`src/timer_capture_pkg.sv`:
```
// Purpose: Shared constants of the timer front end: register map, fields, resets, codes.
// Assumes: An 8-bit register port with a 5-bit address on a 20 MHz bus clock.
// Notes: The bus clock is the timer's E clock; one bus cycle is one clock.
package timer_capture_pkg;

  // ==========================================================================
  // Register bus
  // ==========================================================================
  localparam int ADDR_W = 5;
  localparam int DATA_W = 8;
  localparam logic [ADDR_W-1:0] OFS_PIN_LEVEL = 5'h00;
  localparam logic [ADDR_W-1:0] OFS_PULSE_ACCUM_CTRL = 5'h01;
  localparam logic [ADDR_W-1:0] OFS_EDGE_CTRL = 5'h02;
  localparam logic [ADDR_W-1:0] OFS_COMPARE_OWNER = 5'h03;
  localparam logic [ADDR_W-1:0] OFS_FIRST_COMPARE_MASK = 5'h04;
  localparam logic [ADDR_W-1:0] OFS_COUNTER_HI = 5'h05;
  localparam logic [ADDR_W-1:0] OFS_COUNTER_LO = 5'h06;
  localparam logic [ADDR_W-1:0] OFS_TIMER_STATUS = 5'h07;
  localparam logic [ADDR_W-1:0] OFS_WATCHDOG_SERVICE = 5'h08;
  // Capture channel n: high byte at base + 2n, low byte at base + 2n + 1.
  localparam logic [ADDR_W-1:0] OFS_CAPTURE_BASE = 5'h10;
  localparam int CHANNELS = 4;

  // ==========================================================================
  // Fields
  // ==========================================================================
  localparam int PAC_PIN7_DIR_BIT = 7;
  localparam int PAC_PIN3_DIR_BIT = 3;
  localparam int PAC_C4C5_SEL_BIT = 2;
  localparam int PAC_PRESCALE_LSB = 0;
  localparam int STATUS_OVERFLOW_BIT = 7;
  localparam int SHARED_CHANNEL = 3;

  // ==========================================================================
  // Reset values
  // ==========================================================================
  localparam logic [7:0] PAC_RESET = 8'h00;
  localparam logic [7:0] EDGE_RESET = 8'h00;
  localparam logic [7:0] PORT_DATA_RESET = 8'h00;
  localparam logic [7:0] OWNER_RESET = 8'h00;
  localparam logic [15:0] COUNTER_RESET = 16'h0000;
  // Pins 6..4 driven low, pins 7 and 3 released.
  localparam logic [4:0] PIN_OE_N_RESET = 5'h11;

  // ==========================================================================
  // Codes and timing
  // ==========================================================================
  localparam logic [1:0] EDGE_OFF = 2'h0;
  localparam logic [1:0] EDGE_RISE = 2'h1;
  localparam logic [1:0] EDGE_FALL = 2'h2;
  localparam logic [1:0] EDGE_ANY = 2'h3;
  localparam logic [3:0] PRESCALE_MASK_1 = 4'h0;
  localparam logic [3:0] PRESCALE_MASK_4 = 4'h3;
  localparam logic [3:0] PRESCALE_MASK_8 = 4'h7;
  localparam logic [3:0] PRESCALE_MASK_16 = 4'hf;
  localparam logic [7:0] WATCHDOG_ARM_CODE = 8'h55;
  localparam logic [7:0] WATCHDOG_CLEAR_CODE = 8'haa;
  localparam logic [2:0] RESET_PULSE_CYCLES = 3'h4;

endpackage : timer_capture_pkg

```
`src/capture_channel_if.sv`:
```
// Purpose: Signals between the timer core and one capture channel.
// Assumes: One clock domain.
// Notes: The core owns the controls; the channel owns the captured value.
interface capture_channel_if;
  logic [1:0] edge_mode;
  logic pin;
  logic [15:0] counter;
  logic hi_read;
  logic wr_hi;
  logic wr_lo;
  logic [7:0] wr_data;
  logic [15:0] value;

  modport core (output edge_mode, pin, counter, hi_read, wr_hi, wr_lo, wr_data, input value);
  modport channel (input edge_mode, pin, counter, hi_read, wr_hi, wr_lo, wr_data, output value);
endinterface : capture_channel_if

```
`src/capture_channel.sv`:
```
// Purpose: One input capture channel: synchroniser, edge detector, capture register.
// Assumes: Pin is asynchronous; counter is the registered free-running count.
// Notes: The captured value keeps its content through reset.
module capture_channel (
  input wire logic clk,
  input wire logic reset,
  capture_channel_if.channel ch
);
  import timer_capture_pkg::*;

  typedef struct packed {
    logic sync_first;
    logic sync_second;
    logic previous;
    logic pending;
    logic [15:0] value;
  } channel_s;

  channel_s state;
  channel_s next_state;
  logic rise;
  logic fall;
  logic hit;

  always_comb begin
    next_state = state;
    rise = state.sync_second && !state.previous;
    fall = !state.sync_second && state.previous;
    unique case (ch.edge_mode)
      EDGE_OFF: hit = 1'b0;
      EDGE_RISE: hit = rise;
      EDGE_FALL: hit = fall;
      EDGE_ANY: hit = rise || fall;
    endcase
    next_state.sync_first = ch.pin;
    next_state.sync_second = state.sync_first;
    next_state.previous = state.sync_second;
    if (hit) begin
      next_state.pending = 1'b1;
    end
    // A high-byte read holds the transfer off so the low byte read next stays coherent.
    if ((hit || state.pending) && !ch.hi_read) begin
      // The count is already registered, so it is stable while it is latched.
      next_state.value = ch.counter;
      next_state.pending = 1'b0;
    end else if (ch.wr_hi) begin
      next_state.value[15:8] = ch.wr_data;
    end else if (ch.wr_lo) begin
      next_state.value[7:0] = ch.wr_data;
    end
    if (reset) begin
      next_state.sync_first = 1'b0;
      next_state.sync_second = 1'b0;
      next_state.previous = 1'b0;
      next_state.pending = 1'b0;
      next_state.value = state.value;
    end
  end

  always_ff @(posedge clk) begin
    state <= next_state;
  end

  assign ch.value = state.value;

endmodule : capture_channel

```
`src/timer_input_capture_unit.sv`:
```
// Purpose: Main timer front end: prescaled counter, watchdog tap, port pin sharing, captures.
// Assumes: Register port strobes are one cycle; pins are synchronous inputs except captures.
// Notes: Compare pin levels come from the compare logic outside this block.
module timer_input_capture_unit #(
  parameter int WATCHDOG_TAP_LOG2 = 15,
  parameter int WATCHDOG_TIMEOUT_TAPS = 4
) (
  input wire logic clk,
  input wire logic reset,
  input wire logic [timer_capture_pkg::ADDR_W-1:0] reg_addr,
  input wire logic [timer_capture_pkg::DATA_W-1:0] reg_wdata,
  input wire logic reg_write,
  input wire logic reg_read,
  output logic [timer_capture_pkg::DATA_W-1:0] reg_rdata,
  input wire logic [7:0] pin_in,
  output logic [7:3] pin_out,
  output logic [7:3] pin_oe_n,
  input wire logic [7:3] compare_level,
  output logic pulse_accum_input,
  output logic phase_two_clock,
  output logic counter_overflow,
  output logic reset_pin_out,
  output logic reset_pin_oe_n
);
  import timer_capture_pkg::*;

  // ==========================================================================
  // State
  // ==========================================================================
  typedef struct packed {
    logic [7:0] port_data;
    logic [7:0] pulse_accum_control;
    logic [7:0] capture_edge_control;
    logic [7:0] compare_owner;
    logic [7:0] first_compare_mask;
    logic [15:0] chain;
    logic [15:0] free_running_counter;
    logic [7:0] counter_lo_buffer;
    logic overflow;
    logic overflow_pulse;
    logic phase;
    logic watchdog_armed;
    logic [7:0] watchdog_taps;
    logic [2:0] reset_hold;
    logic reset_drive_n;
    logic [7:0] rdata;
    logic [7:3] pin_out;
    logic [7:3] pin_oe_n;
    logic accum_in;
  } timer_s;

  timer_s state;
  timer_s next_state;

  localparam logic [7:0] TIMEOUT_TAPS = 8'(WATCHDOG_TIMEOUT_TAPS);

  capture_channel_if ch_bus [CHANNELS] ();

  logic [15:0] value_of [CHANNELS];
  logic [3:0] prescale_mask;
  logic prescale_tick;
  logic watchdog_tap;
  logic [7:3] owned;
  logic capture4_compare5_select;
  logic [CHANNELS-1:0] channel_pin;
  logic [CHANNELS-1:0] hi_read;
  logic [CHANNELS-1:0] wr_hi;
  logic [CHANNELS-1:0] wr_lo;
  logic [1:0] chan_index;
  logic in_capture_space;

  // ==========================================================================
  // Capture channels
  // ==========================================================================
  assign capture4_compare5_select = state.pulse_accum_control[PAC_C4C5_SEL_BIT];
  // Channel pins: one on pin 2, two on pin 1, three on pin 0, four on pin 3.
  // With pin 3 driven as output and not compare-owned, the pad follows port writes, so they capture.
  assign channel_pin = {pin_in[3], pin_in[0], pin_in[1], pin_in[2]};

  genvar g;
  generate
    for (g = 0; g < CHANNELS; g++) begin : gen_channel
      assign ch_bus[g].edge_mode =
        (g == SHARED_CHANNEL && !capture4_compare5_select) ? EDGE_OFF
        : state.capture_edge_control[2*(CHANNELS-1-g) +: 2];
      assign ch_bus[g].pin = channel_pin[g];
      assign ch_bus[g].counter = state.free_running_counter;
      assign ch_bus[g].hi_read = hi_read[g];
      assign ch_bus[g].wr_hi = wr_hi[g];
      assign ch_bus[g].wr_lo = wr_lo[g];
      assign ch_bus[g].wr_data = reg_wdata;
      assign value_of[g] = ch_bus[g].value;
      capture_channel u_channel (
        .clk(clk),
        .reset(reset),
        .ch(ch_bus[g])
      );
    end
  endgenerate

  // ==========================================================================
  // Register decode
  // ==========================================================================
  assign in_capture_space = (reg_addr[ADDR_W-1:3] == OFS_CAPTURE_BASE[ADDR_W-1:3]);
  assign chan_index = reg_addr[2:1];

  always_comb begin
    hi_read = '0;
    wr_hi = '0;
    wr_lo = '0;
    if (in_capture_space) begin
      hi_read[chan_index] = reg_read && !reg_addr[0];
      // Only the shared register takes writes, and only in compare mode.
      if (chan_index == 2'(SHARED_CHANNEL) && !capture4_compare5_select) begin
        wr_hi[chan_index] = reg_write && !reg_addr[0];
        wr_lo[chan_index] = reg_write && reg_addr[0];
      end
    end
  end

  // ==========================================================================
  // Prescaler and watchdog tap
  // ==========================================================================
  always_comb begin
    unique case (state.pulse_accum_control[PAC_PRESCALE_LSB +: 2])
      2'h0: prescale_mask = PRESCALE_MASK_1;
      2'h1: prescale_mask = PRESCALE_MASK_4;
      2'h2: prescale_mask = PRESCALE_MASK_8;
      2'h3: prescale_mask = PRESCALE_MASK_16;
    endcase
  end

  assign prescale_tick = ((state.chain[3:0] & prescale_mask) == prescale_mask);
  assign watchdog_tap = (state.chain[WATCHDOG_TAP_LOG2-1:0] == '1);

  // ==========================================================================
  // Pin ownership
  // ==========================================================================
  always_comb begin
    owned = state.first_compare_mask[7:3] | state.compare_owner[7:3];
    if (capture4_compare5_select) begin
      owned[3] = state.first_compare_mask[3];
    end
  end

  // ==========================================================================
  // Next state
  // ==========================================================================
  always_comb begin
    next_state = state;
    next_state.chain = state.chain + 16'h0001;
    next_state.phase = !state.phase;
    next_state.overflow_pulse = 1'b0;
    if (prescale_tick) begin
      next_state.free_running_counter = state.free_running_counter + 16'h0001;
      if (state.free_running_counter == 16'hffff) begin
        next_state.overflow_pulse = 1'b1;
      end
    end

    // Watchdog: time out after a run of taps with no service.
    if (state.reset_hold != 3'h0) begin
      next_state.reset_hold = state.reset_hold - 3'h1;
    end
    if (watchdog_tap) begin
      if (state.watchdog_taps == TIMEOUT_TAPS - 8'h01) begin
        next_state.watchdog_taps = 8'h00;
        next_state.reset_hold = RESET_PULSE_CYCLES;
      end else begin
        next_state.watchdog_taps = state.watchdog_taps + 8'h01;
      end
    end
    next_state.reset_drive_n = (next_state.reset_hold == 3'h0);

    // Register writes.
    if (reg_write) begin
      unique case (reg_addr)
        OFS_PIN_LEVEL: begin
          for (int b = 3; b <= 7; b++) begin
            if (!owned[b]) begin
              next_state.port_data[b] = reg_wdata[b];
            end
          end
        end
        OFS_PULSE_ACCUM_CTRL: next_state.pulse_accum_control = reg_wdata;
        OFS_EDGE_CTRL: next_state.capture_edge_control = reg_wdata;
        OFS_COMPARE_OWNER: next_state.compare_owner = {1'b0, reg_wdata[6:3], 3'h0};
        OFS_FIRST_COMPARE_MASK: next_state.first_compare_mask = {reg_wdata[7:3], 3'h0};
        OFS_TIMER_STATUS: begin
          if (reg_wdata[STATUS_OVERFLOW_BIT]) begin
            next_state.overflow = 1'b0;
          end
        end
        OFS_WATCHDOG_SERVICE: begin
          if (reg_wdata == WATCHDOG_ARM_CODE) begin
            next_state.watchdog_armed = 1'b1;
          end else if (reg_wdata == WATCHDOG_CLEAR_CODE && state.watchdog_armed) begin
            next_state.watchdog_armed = 1'b0;
            next_state.watchdog_taps = 8'h00;
          end else begin
            next_state.watchdog_armed = 1'b0;
          end
        end
        default: begin
        end
      endcase
    end
    // A wrap in the same cycle as a clear keeps the flag set.
    if (next_state.overflow_pulse) begin
      next_state.overflow = 1'b1;
    end

    // Register reads; unmapped addresses read zero.
    next_state.rdata = 8'h00;
    if (reg_read) begin
      if (in_capture_space) begin
        next_state.rdata = reg_addr[0] ? value_of[chan_index][7:0]
          : value_of[chan_index][15:8];
      end else begin
        unique case (reg_addr)
          OFS_PIN_LEVEL: next_state.rdata = pin_in;
          OFS_PULSE_ACCUM_CTRL: next_state.rdata = state.pulse_accum_control;
          OFS_EDGE_CTRL: next_state.rdata = state.capture_edge_control;
          OFS_COMPARE_OWNER: next_state.rdata = state.compare_owner;
          OFS_FIRST_COMPARE_MASK: next_state.rdata = state.first_compare_mask;
          OFS_COUNTER_HI: begin
            next_state.rdata = state.free_running_counter[15:8];
            next_state.counter_lo_buffer = state.free_running_counter[7:0];
          end
          OFS_COUNTER_LO: next_state.rdata = state.counter_lo_buffer;
          OFS_TIMER_STATUS: next_state.rdata = {state.overflow, 7'h00};
          default: next_state.rdata = 8'h00;
        endcase
      end
    end

    // Pin drive: compare-owned pins follow the compare logic.
    for (int b = 3; b <= 7; b++) begin
      next_state.pin_out[b] = owned[b] ? compare_level[b] : state.port_data[b];
    end
    next_state.pin_oe_n[6:4] = 3'h0;
    next_state.pin_oe_n[3] = !(state.pulse_accum_control[PAC_PIN3_DIR_BIT] || owned[3]);
    next_state.pin_oe_n[7] = !(state.pulse_accum_control[PAC_PIN7_DIR_BIT] || owned[7]);
    next_state.accum_in = pin_in[7];

    if (reset) begin
      next_state = '0;
      next_state.port_data = PORT_DATA_RESET;
      next_state.pulse_accum_control = PAC_RESET;
      next_state.capture_edge_control = EDGE_RESET;
      next_state.compare_owner = OWNER_RESET;
      next_state.first_compare_mask = OWNER_RESET;
      next_state.free_running_counter = COUNTER_RESET;
      next_state.pin_oe_n = PIN_OE_N_RESET;
      next_state.reset_drive_n = 1'b1;
    end
  end

  always_ff @(posedge clk) begin
    state <= next_state;
  end

  // ==========================================================================
  // Outputs
  // ==========================================================================
  assign reg_rdata = state.rdata;
  assign pin_out = state.pin_out;
  assign pin_oe_n = state.pin_oe_n;
  assign pulse_accum_input = state.accum_in;
  assign phase_two_clock = state.phase;
  assign counter_overflow = state.overflow;
  assign reset_pin_out = 1'b0;
  assign reset_pin_oe_n = state.reset_drive_n;

endmodule : timer_input_capture_unit

```
`config.mk`:
```
export PLATFORM = sky130hd
export DESIGN_NAME = timer_input_capture_unit
export DESIGN_NICKNAME = d
export VERILOG_FILES = /design/src/timer_capture_pkg.sv /design/src/capture_channel_if.sv /design/src/capture_channel.sv /design/src/timer_input_capture_unit.sv
export SDC_FILE = /design/constraint.sdc
export NUM_CORES = 1
export LEC_CHECK = 0
export ABC_AREA = 0
export ABC_CLOCK_PERIOD_IN_PS = 5400
export BUFFER_PORTS_ARGS = -buffer_cell sky130_fd_sc_hd__buf_4
export CORE_MARGIN = 5
export CORE_UTILIZATION = 40
export DETAILED_ROUTE_END_ITERATION = 8
export GPL_TIMING_DRIVEN = 1
export PLACE_DENSITY = 0.59
export SLEW_MARGIN = 10
export SYNTH_ARGS = -nofsm -noshare
export SYNTH_HDL_FRONTEND = slang
export SYNTH_SLANG_ARGS = --single-unit
```
`constraint.sdc`:
```
create_clock -name clk -period 5.4 [get_ports clk]
set_clock_uncertainty 0.2 [all_clocks]
set_input_delay 1.35 -clock clk [delete_from_list [all_inputs] [get_ports clk]]
set_output_delay 1.35 -clock clk [all_outputs]
set_load 0.02 [all_outputs]
```
==> flow_summary.json, run 1 <==
{
  "critical-path-slowest-cell": "sky130_fd_sc_hd__a21boi_4",
  "hpwl_mm": 15.31,
  "end_kind": "register",
  "worst_slew_margin_rel": 0.2311,
  "yosys-top-cells-area": "sky130_fd_sc_hd__dfxtp_1 (27%), sky130_fd_sc_hd__edfxtp_1 (22%), sky130_fd_sc_hd__mux2_2 (8.4%), sky130_fd_sc_hd__mux4_2 (5.1%), sky130_fd_sc_hd__mux2i_1 (4.8%)",
  "timing_max_transition_violations_final": 0,
  "multiInputGateArea_um2": 4026,
  "worstPathCellList": "buf_4 -> and4bb_2 -> nand3_1 -> a21boi_4 -> o21ba_2 -> nor2_1",
  "critical_path.max_stage_delay_ns": 0.54,
  "cts_buffer_depth": 2,
  "dp_worst_setup_slack_ns": 1.562,
  "via_count_of_the_first_global_routing_pass": 5880,
  "detail_route.drc_violations": 0,
  "drt-wirelength-per-cell_um": 20.39,
  "critical_path_arrival_ns": 3.28,
  "grt_antenna_before_repair": 1,
  "post-synth-top-area-cell": "sky130_fd_sc_hd__dfxtp_1",
  "ir_drop_mv": 0.2005,
  "timing.setup.tns_ns": 0,
  "final-seq-area_um2": 4244,
  "drtIter0Drc": 554,
  "cts.sinks": 180,
  "fin_crit_sh": 0.6315,
  "power_switching_mw": 0.6642,
  "antenna_violating_nets_post_route": 0,
  "rsz_0062_raised_after_global_routing": "no",
  "setup.worst_path.start_class": "primary input",
  "p_int_mw": 2.275,
  "cts_tree": "done",
  "status": "finished, final reports clean",
  "post_synth.cell_area_avg_um2": 10.95,
  "switching_share": 0.2259,
  "grt_pass1_wl_mm": 34.40,
  "critPathKind": "primary input to register",
  "yosys-top-cells-count": "sky130_fd_sc_hd__dfxtp_1 (116), sky130_fd_sc_hd__nor2_1 (80), sky130_fd_sc_hd__mux2_2 (65), sky130_fd_sc_hd__edfxtp_1 (64), sky130_fd_sc_hd__nand2_1 (53)",
  "cts_inserted_buffers": 17,
  "drv.max_cap_violation_count": 0,
  "postSynthCellCount": 799,
  "synth_ff_type": "sky130_fd_sc_hd__dfxtp_1",
  "routed_wirelength_mm": 22.43,
  "die_area_um2": 24920,
  "synth_edf_count": 64,
  "post_layout_nonfiller_instances": 1100,
  "power-per-cell-area_nw_per_um2": 302.2,
  "synthesis_stage_register_bit_count": 180,
  "die_y_um": 157.9,
  "post_synth_num_cell_types": 65,
  "cp.required_ns": 5.27,
  "netlist.area_leader.share": 0.2655,
  "largest_net_degree_at_the_start_of_global_routing": 57,
  "floorplan.initialDensity": 0.4033,
  "num_vias": 6038,
  "syn2layout_area_growth_pct": 11.19,
  "buffer_cell_driving_the_clock_tree_root": "sky130_fd_sc_hd__clkbuf_16",
  "postCtsSetupBuffers": 0,
  "synthesis_warnings": 0,
  "final.min_clock_period_ns": 3.410,
  "report.final.hold_viol_count": 0,
  "fillerInstances": 2008,
  "power_frac_clock": 0.431,
  "floorplan.die.width_um": 157.9,
  "port_buffers": 48,
  "placeableCoreArea_um2": 21690,
  "achievable-frequency_mhz": 293.2,
  "count_of_nets_after_finishing": 852,
  "worst_margin_pin_slew_ns": 1.146,
  "timing.critical_path.fanout_max": 24,
  "final-setup-viol-count": 0,
  "ys_seq_area_frac": 0.4852,
  "worst_skew_pair.late_latency_ns": 0.43,
  "part_of_the_power_in_registers": 0.491,
  "post_cts_hold_buffer_count": 0,
  "worst_hold_path_type": "register to register",
  "path_clk_slew_ns": 0.07,
  "synthArstFlopShare": 0,
  "drt_pre_antenna_iters": 5,
  "global_route.usage.total": 0.1834,
  "timing.final.ws_setup_ns": 1.990,
  "layout-drive-gt1-share": 0.2354,
  "ctsHtreeMaxLevel": 4,
  "netlist_area_um2": 8747,
  "place.gp.congestion": 0.8240,
  "rows": 54,
  "power_leakage_nw": 3.581,
  "power.combinational.fraction": 0.077,
  "num_io_pins": 53,
  "post-synth-top-count-cell": "sky130_fd_sc_hd__dfxtp_1",
  "placed_cells_incl_taps": 1069,
  "finish.utilization": 0.4484,
  "post_cts_resized": 0,
  "vias_per_cell": 5.489,
  "grt_remaining_overflow": 0,
  "diodes": 0
}
flip-flops by register name, indices dropped and copies added, names as in the netlist:
register	count
reset_pin_oe_n	1
reg_rdata	8
ch_bus.edge_mode	6
gen_channel.u_channel.ch.value	64
state	58
phase_two_clock	1
gen_channel.u_channel.state	16
pin_oe_n	2
pin_out	5
counter_overflow	1
capture4_compare5_select	1
pulse_accum_input	1
ch_bus.counter	16
logic make-up (layout without fill, tap and decap cells):
kind of cell,Yosys count,count (layout),synth area share
simple gates,271,271,0.1635
flops,180,180,0.4852
mux,129,129,0.1858
compound gates,89,89,0.06223
buf+inv,89,107,0.05679
xor+xnor,26,26,0.02603
fa+ha+maj,14,14,0.02003
other cells,1,4,0.0004287
metrics by stage:
stage | area (µm²) | total power, mW | hold slack [ns]
after floorplan | 8758 | 1.630 | 0.2138
after global placement | 9116 | 1.699 | 0.1987
after detailed placement | 9116 | 1.703 | 0.1985
after CTS | 9726 | 2.962 | 0.2077
after global routing | 9726 | 3.043 | 0.2589
final | 9726 | 2.940 | 0.2067
power by group through the flow:
stage / clock network [mW] / registers, mW / logic (mW)
3_3_place_gp: 0 / 1.47 / 0.225
4_1_cts: 1.29 / 1.44 / 0.230
3_5_place_dp: 0 / 1.47 / 0.229
6_report: 1.27 / 1.44 / 0.228
2_1_floorplan: 0 / 1.47 / 0.159
5_1_grt: 1.35 / 1.45 / 0.250
cell type report:
cell class,count,area share
repair buffers,56,0.04323
flip-flops and latches,180,0.4364
multi-input cells,533,0.4140
well taps,280,0.03602
inverters,20,0.007719
clock buffers,25,0.05648
clock inverters,6,0.006175
cell usage in the layout (no fill, tap or decap), types with 20 or more instances in the layout:
master                      instances
sky130_fd_sc_hd__mux4_2            20
sky130_fd_sc_hd__a21oi_1           37
sky130_fd_sc_hd__mux2_2            65
sky130_fd_sc_hd__clkbuf_16         20
sky130_fd_sc_hd__o21ai_0           20
sky130_fd_sc_hd__nand2_1           53
sky130_fd_sc_hd__nor2b_1           20
sky130_fd_sc_hd__inv_1             20
sky130_fd_sc_hd__xor2_1            20
sky130_fd_sc_hd__dfxtp_1          116
sky130_fd_sc_hd__mux2i_1           42
sky130_fd_sc_hd__buf_4             56
sky130_fd_sc_hd__nor2_1            80
sky130_fd_sc_hd__nand3_1           36
sky130_fd_sc_hd__edfxtp_1          64
worst max-delay path, delay by kind of cell:
family	cells	cell delay, ns
simple gates	3	0.89
buf+inv	1	0.25
compound gates	2	0.78
layer usage:
layer  vias to the layer above  GRT usage  wire length [µm]  part of all wire
met5                         -          0                20           0.00089
met4                         2    0.06596               557             0.025
met3                        30    0.04319              1376             0.061
met2                       190     0.2833             10360              0.46
met1                      2950     0.2524             10120              0.45
li1                       2866          -                 -                 -
path summary, 6_finish.rpt:
path	to	from	slack (ns)	cells after the start
worst min register to register	phase_two_clock	phase_two_clock	0.21	1
worst max-delay path	gen_channel[3].u_channel.ch.value[0]	reg_addr[0]	1.99	6
worst min-delay path	phase_two_clock	phase_two_clock	0.21	1
worst max register to register	gen_channel[2].u_channel.ch.value[10]	gen_channel[2].u_channel.state[17]	2.53	6
Note: power is estimated with default switching activity, not from simulation.
==> run 2: changes to the inputs <==
Settings changed: ABC_CLOCK_PERIOD_IN_PS 5400 to 3500.
Clock period 5.4 ns to 3.5 ns, I/O delays scaled along.
==> run 2 against run 1 <==
Effect of this change: die area stayed put; flip-flop and latch count stayed put; cell area grew 0.75%; non-clock buffer count increased by 13; worst setup slack worse by 1.1 ns; largest power group unchanged; final cell count up 1.3%; power up 52%; count of clock-buffer cells in the layout fell by 7; critical path type is now register to register; sequential power grew 55%; combinational power up 54%.
==> flow_summary.json, run 2 (synthesis gave the netlist of run 1 again) <==
{
  "floorplan.die.width_um": 157.9,
  "grt_remaining_overflow": 0,
  "placed_cells_incl_taps": 1082,
  "ctsHtreeMaxLevel": 4,
  "vias_per_cell": 5.469,
  "cp.required_ns": 3.48,
  "hpwl_mm": 14.82,
  "die_y_um": 157.9,
  "place.gp.congestion": 0.8067,
  "die_area_um2": 24920,
  "count_of_nets_after_finishing": 865,
  "power.combinational.fraction": 0.079,
  "drt-wirelength-per-cell_um": 19.68,
  "timing.setup.tns_ns": 0,
  "achievable-frequency_mhz": 388.4,
  "post_cts_hold_buffer_count": 0,
  "status": "finished, final reports clean",
  "layout_common_cells": "sky130_fd_sc_hd__dfxtp_1 (116), sky130_fd_sc_hd__nor2_1 (80), sky130_fd_sc_hd__buf_4 (69)",
  "critical_path_arrival_ns": 2.56,
  "drv.max_cap_violation_count": 0,
  "post_cts_resized": 0,
  "timing.critical_path.fanout_max": 18,
  "timing_max_transition_violations_final": 0,
  "worst_margin_pin_slew_ns": 1.054,
  "num_io_pins": 53,
  "power-per-cell-area_nw_per_um2": 456.7,
  "worst_slew_margin_rel": 0.2972,
  "power_switching_mw": 1.112,
  "drtIter0Drc": 422,
  "cts_tree": "done",
  "floorplan.initialDensity": 0.4033,
  "fin_crit_sh": 0.7357,
  "final_common_cell": "sky130_fd_sc_hd__dfxtp_1",
  "largest_net_degree_at_the_start_of_global_routing": 48,
  "grt_antenna_before_repair": 1,
  "cts_buffer_depth": 2,
  "rsz_0062_raised_after_global_routing": "no",
  "antenna_violating_nets_post_route": 0,
  "final.min_clock_period_ns": 2.575,
  "critPathKind": "register to register",
  "buffer_cell_driving_the_clock_tree_root": "sky130_fd_sc_hd__clkbuf_16",
  "diodes": 0,
  "final-setup-viol-count": 0,
  "part_of_the_power_in_registers": 0.498,
  "cts.sinks": 180,
  "drt_pre_antenna_iters": 7,
  "grt_pass1_wl_mm": 33.59,
  "path_clk_slew_ns": 0.07,
  "num_vias": 6093,
  "syn2layout_area_growth_pct": 12.02,
  "worst_hold_path_type": "register to register",
  "p_int_mw": 3.363,
  "power_leakage_nw": 3.630,
  "detail_route.drc_violations": 0,
  "timing.final.ws_setup_ns": 0.9252,
  "largest_register_ff_count": 64,
  "report.final.hold_viol_count": 0,
  "routed_wirelength_mm": 21.93,
  "layout-drive-gt1-share": 0.2506,
  "via_count_of_the_first_global_routing_pass": 5744,
  "postCtsSetupBuffers": 0,
  "dp_worst_setup_slack_ns": 0.5923,
  "worst_skew_pair.late_latency_ns": 0.43,
  "placeableCoreArea_um2": 21690,
  "port_buffers": 48,
  "power_frac_clock": 0.423,
  "post_layout_nonfiller_instances": 1114,
  "rows": 54,
  "switching_share": 0.2485,
  "global_route.usage.total": 0.1779,
  "ir_drop_mv": 0.3115,
  "setup.worst_path.start_class": "register",
  "end_kind": "register",
  "cts_inserted_buffers": 17
}
## run 2: changes by cell type in the layout (fill, tap and decap cells not counted), sizes merged
cell      previous run  this run
buf                 56        69
clkbuf              25        18
clkinv               4         5
inv                 21        26
clkinvlp             0         2
## run 2: critical path, stage by stage (launching register included)
cell and delay [ns]:
sky130_fd_sc_hd__dfxtp_1 0.33, sky130_fd_sc_hd__inv_1 0.04, sky130_fd_sc_hd__ha_1 0.26, sky130_fd_sc_hd__nand2b_1 0.09, sky130_fd_sc_hd__a31oi_1 0.13, sky130_fd_sc_hd__o21ai_2 0.84
sky130_fd_sc_hd__mux2_2 0.42
## run 2: final cells by class
class / count / area, µm²
inverters: 20 / 75.07
repair buffers: 69 / 518.0
clock buffers: 18 / 450.4
flip-flops and latches: 180 / 4244
multi-input cells: 533 / 4026
clock inverters: 14 / 133.9
well taps: 280 / 350.3
fillers: 2018 / 11890
## run 2: power groups by stage
stage / clock (mW) / sequential, mW / combinational, mW
global placement: 0 / 2.28 / 0.348
floorplan: 0 / 2.27 / 0.245
detailed placement: 0 / 2.28 / 0.354
CTS: 1.93 / 2.23 / 0.355
global route: 2.03 / 2.23 / 0.388
finish: 1.89 / 2.23 / 0.352
## run 2: metrics by stage
stage                     utilization  total power [mW]  hold WS [ns]  cell area (µm²)
after floorplan                     -             2.515        0.2138             8758
after global placement         0.4248             2.626        0.1983             9214
after detailed placement       0.4248             2.631        0.2195             9214
after CTS                      0.4518             4.515        0.2312             9798
after global routing           0.4518             4.656        0.2568             9798
final                          0.4518             4.475        0.2277             9798
## run 2: routing by layer
layer / up-vias / global-route usage / part of all wire
met4: 2 / 0.05653 / 0.019
met3: 29 / 0.03663 / 0.068
met5: - / 0 / 0.00059
met2: 179 / 0.2750 / 0.46
li1: 2889 / - / -
met1: 2994 / 0.2511 / 0.45
## run 2: final timing paths
check | startpoint | depth (start not counted) | to | slack (ns)
hold reg to reg | phase_two_clock | 1 | phase_two_clock | 0.23
setup / recovery | gen_channel[1].u_channel.state[17] | 6 | gen_channel[1].u_channel.ch.value[5] | 0.93
setup reg to reg | gen_channel[1].u_channel.state[17] | 6 | gen_channel[1].u_channel.ch.value[5] | 0.93
hold / removal | phase_two_clock | 1 | phase_two_clock | 0.23
==> run 3: changes to the inputs <==
Settings changed: ABC_CLOCK_PERIOD_IN_PS 3500 to 2500.
Clock period 3.5 ns to 2.5 ns, I/O delays scaled along.
==> run 3 against run 2 <==
Effect of this change: via count up 3.1%; global-route usage up 0.94 points; die area unchanged; sequential power up 39%; first-iteration DRC count rose by 7.1%; flip-flop and latch count is the same; worst hold slack worse by 0.013 ns; core utilization rose by 2.0 points; fmax is 9.8% higher; final cell count rose by 3.8%; highest routed layer unchanged.
==> flow_summary.json, run 3 (synthesis gave the netlist of run 1 again) <==
{
  "fin_total_pwr_mw": 6.405,
  "worst_slew_margin_rel": 0.4944,
  "report.final.hold_viol_count": 0,
  "drv.max_cap_violation_count": 0,
  "grt_antenna_before_repair": 1,
  "die_y_um": 157.9,
  "count_of_nets_after_finishing": 907,
  "power-per-cell-area_nw_per_um2": 626.6,
  "global_route.usage.met3": 0.04593,
  "reg2reg_slack_ns": 0.15,
  "placeableCoreArea_um2": 21690,
  "power_leakage_nw": 3.881,
  "final.min_clock_period_ns": 2.346,
  "critical_path_arrival_ns": 2.32,
  "floorplan.die.width_um": 157.9,
  "fin_crit_sh": 0.9384,
  "worst_margin_pin_slew_ns": 0.7482,
  "detail_route.drc_violations": 0,
  "cts_buffer_depth": 2,
  "timing.hold.worst.start": "phase_two_clock",
  "hpwl_mm": 15.88,
  "grtUsageMet1": 0.2585,
  "num_vias": 6283,
  "buffer_cell_driving_the_clock_tree_root": "sky130_fd_sc_hd__clkbuf_16",
  "rsz_0062_raised_after_global_routing": "no",
  "final_common_cell": "sky130_fd_sc_hd__dfxtp_1",
  "final-setup-viol-count": 0,
  "rows": 54,
  "layout_common_cells": "sky130_fd_sc_hd__dfxtp_1 (116), sky130_fd_sc_hd__buf_4 (104), sky130_fd_sc_hd__nor2_1 (79)",
  "global_route.usage.total": 0.1872,
  "drtIter0Drc": 452,
  "timing_max_transition_violations_final": 0,
  "grt_use_met2": 0.2937,
  "hold_ws_ns": 0.2151,
  "num_io_pins": 53,
  "via_count_of_the_first_global_routing_pass": 6087,
  "drt-wirelength-per-cell_um": 19.48,
  "routed_wirelength_mm": 22.52,
  "post_cts_hold_buffer_count": 0,
  "port_buffers": 48,
  "grt_remaining_overflow": 0,
  "cts_inserted_buffers": 17,
  "layout-drive-gt1-share": 0.2854,
  "die_area_um2": 24920,
  "cts_tree": "done",
  "end_kind": "register",
  "largest_register_ff_count": 64,
  "drt_pre_antenna_iters": 5,
  "largest_net_degree_at_the_start_of_global_routing": 61,
  "cell_depth_of_the_worst_min_delay_path": 1,
  "timing.critical_path.fanout_max": 16,
  "syn2layout_area_growth_pct": 16.86,
  "ctsHtreeMaxLevel": 4,
  "place.gp.congestion": 0.8094,
  "path_clk_slew_ns": 0.07,
  "rr_worst_depth": 7,
  "grt_busiest_layer": "met2",
  "worst_hold_path_type": "register to register",
  "vias_per_cell": 5.435,
  "worst_skew_pair.late_latency_ns": 0.43,
  "timing.setup.tns_ns": 0,
  "floorplan.initialDensity": 0.4033,
  "cts.sinks": 180,
  "achievable-frequency_mhz": 426.2,
  "critPathKind": "register to register",
  "holdPathEnd": "phase_two_clock",
  "rr_startpoint": "gen_channel[2].u_channel.state[17]",
  "cp.required_ns": 2.48,
  "antenna_violating_nets_post_route": 0,
  "grt_pass1_wl_mm": 35.36,
  "startpoint": "gen_channel[2].u_channel.state[17]",
  "regToRegEndpoint": "gen_channel[2].u_channel.ch.value[6]",
  "diodes": 0,
  "setup.worst_path.start_class": "register",
  "ir_drop_mv": 0.3796,
  "status": "finished, final reports clean"
}
run 3: cell types whose count changed in the layout (fill, tap and decap cells not counted), moves of 2 or more:
cell                        before  now
sky130_fd_sc_hd__inv_8           2    0
sky130_fd_sc_hd__bufinv_16       0    2
sky130_fd_sc_hd__inv_6           4    2
sky130_fd_sc_hd__buf_12          0    7
sky130_fd_sc_hd__clkinv_2        2    4
sky130_fd_sc_hd__buf_4          69  104
sky130_fd_sc_hd__clkbuf_1        0    2
run 3: how the worst max path moves through the flow:
stage | end | slack [ns] | depth (start not counted)
after floorplan | gen_channel[2].u_channel.ch.value[0] | -0.09 | 5
after global placement | state[30] | -0.16 | 6
after detailed placement | state[30] | -0.17 | 6
after CTS | gen_channel[0].u_channel.ch.value[4] | 0.06 | 7
after global routing | gen_channel[0].u_channel.ch.value[4] | 0.007 | 8
final | gen_channel[2].u_channel.ch.value[6] | 0.15 | 7
run 3: through the flow:
stage / utilization / std cells / instance area, µm² / setup slack, ns
after CTS: 0.4704 / 1155 / 10200 / 0.06367
final: 0.4713 / 1156 / 10220 / 0.1539
after global routing: 0.4713 / 1156 / 10220 / 0.006957
after global placement: 0.4426 / 1123 / 9599 / -0.1624
after detailed placement: 0.4426 / 1123 / 9599 / -0.1654
after floorplan: - / 802 / 8761 / -0.08898
run 3: report_power, final:
part / switching [mW] / internal, mW
combinational: 0.301 / 0.256
clock: 1.15 / 1.59
sequential: 0.0284 / 3.08
total: 1.48 / 4.93
run 3: final cells by class:
type	instances	area, µm²
Clock buffer	21	483.0
Multi-Input combinational cell	533	4029
Clock inverter	11	120.1
Sequential cell	180	4244
Tap cell	280	350.3
Timing Repair Buffer	111	920.9
Inverter	20	75.07
Fill cell	2002	11470
run 3: what timing repair did:
action                     in CTS  in global routing
setup buffers                   0                  1
setup endpoints to repair       0                  9
resized for setup               0                  0
run 3: critical path, cell delays in order (launching register included):
cell and delay, ns:
sky130_fd_sc_hd__dfxtp_1 0.33, sky130_fd_sc_hd__inv_1 0.04, sky130_fd_sc_hd__ha_1 0.26, sky130_fd_sc_hd__a21oi_1 0.07
sky130_fd_sc_hd__a211oi_1 0.60, sky130_fd_sc_hd__a21oi_2 0.10, sky130_fd_sc_hd__buf_12 0.19, sky130_fd_sc_hd__mux2_2 0.28
run 3: metal layers:
layer	up-vias	part of all wire	routed length (µm)
met3	27	0.064	1444
met2	175	0.47	10540
met4	2	0.013	294
li1	2979	-	-
met1	3100	0.45	10230
met5	-	0.00089	20
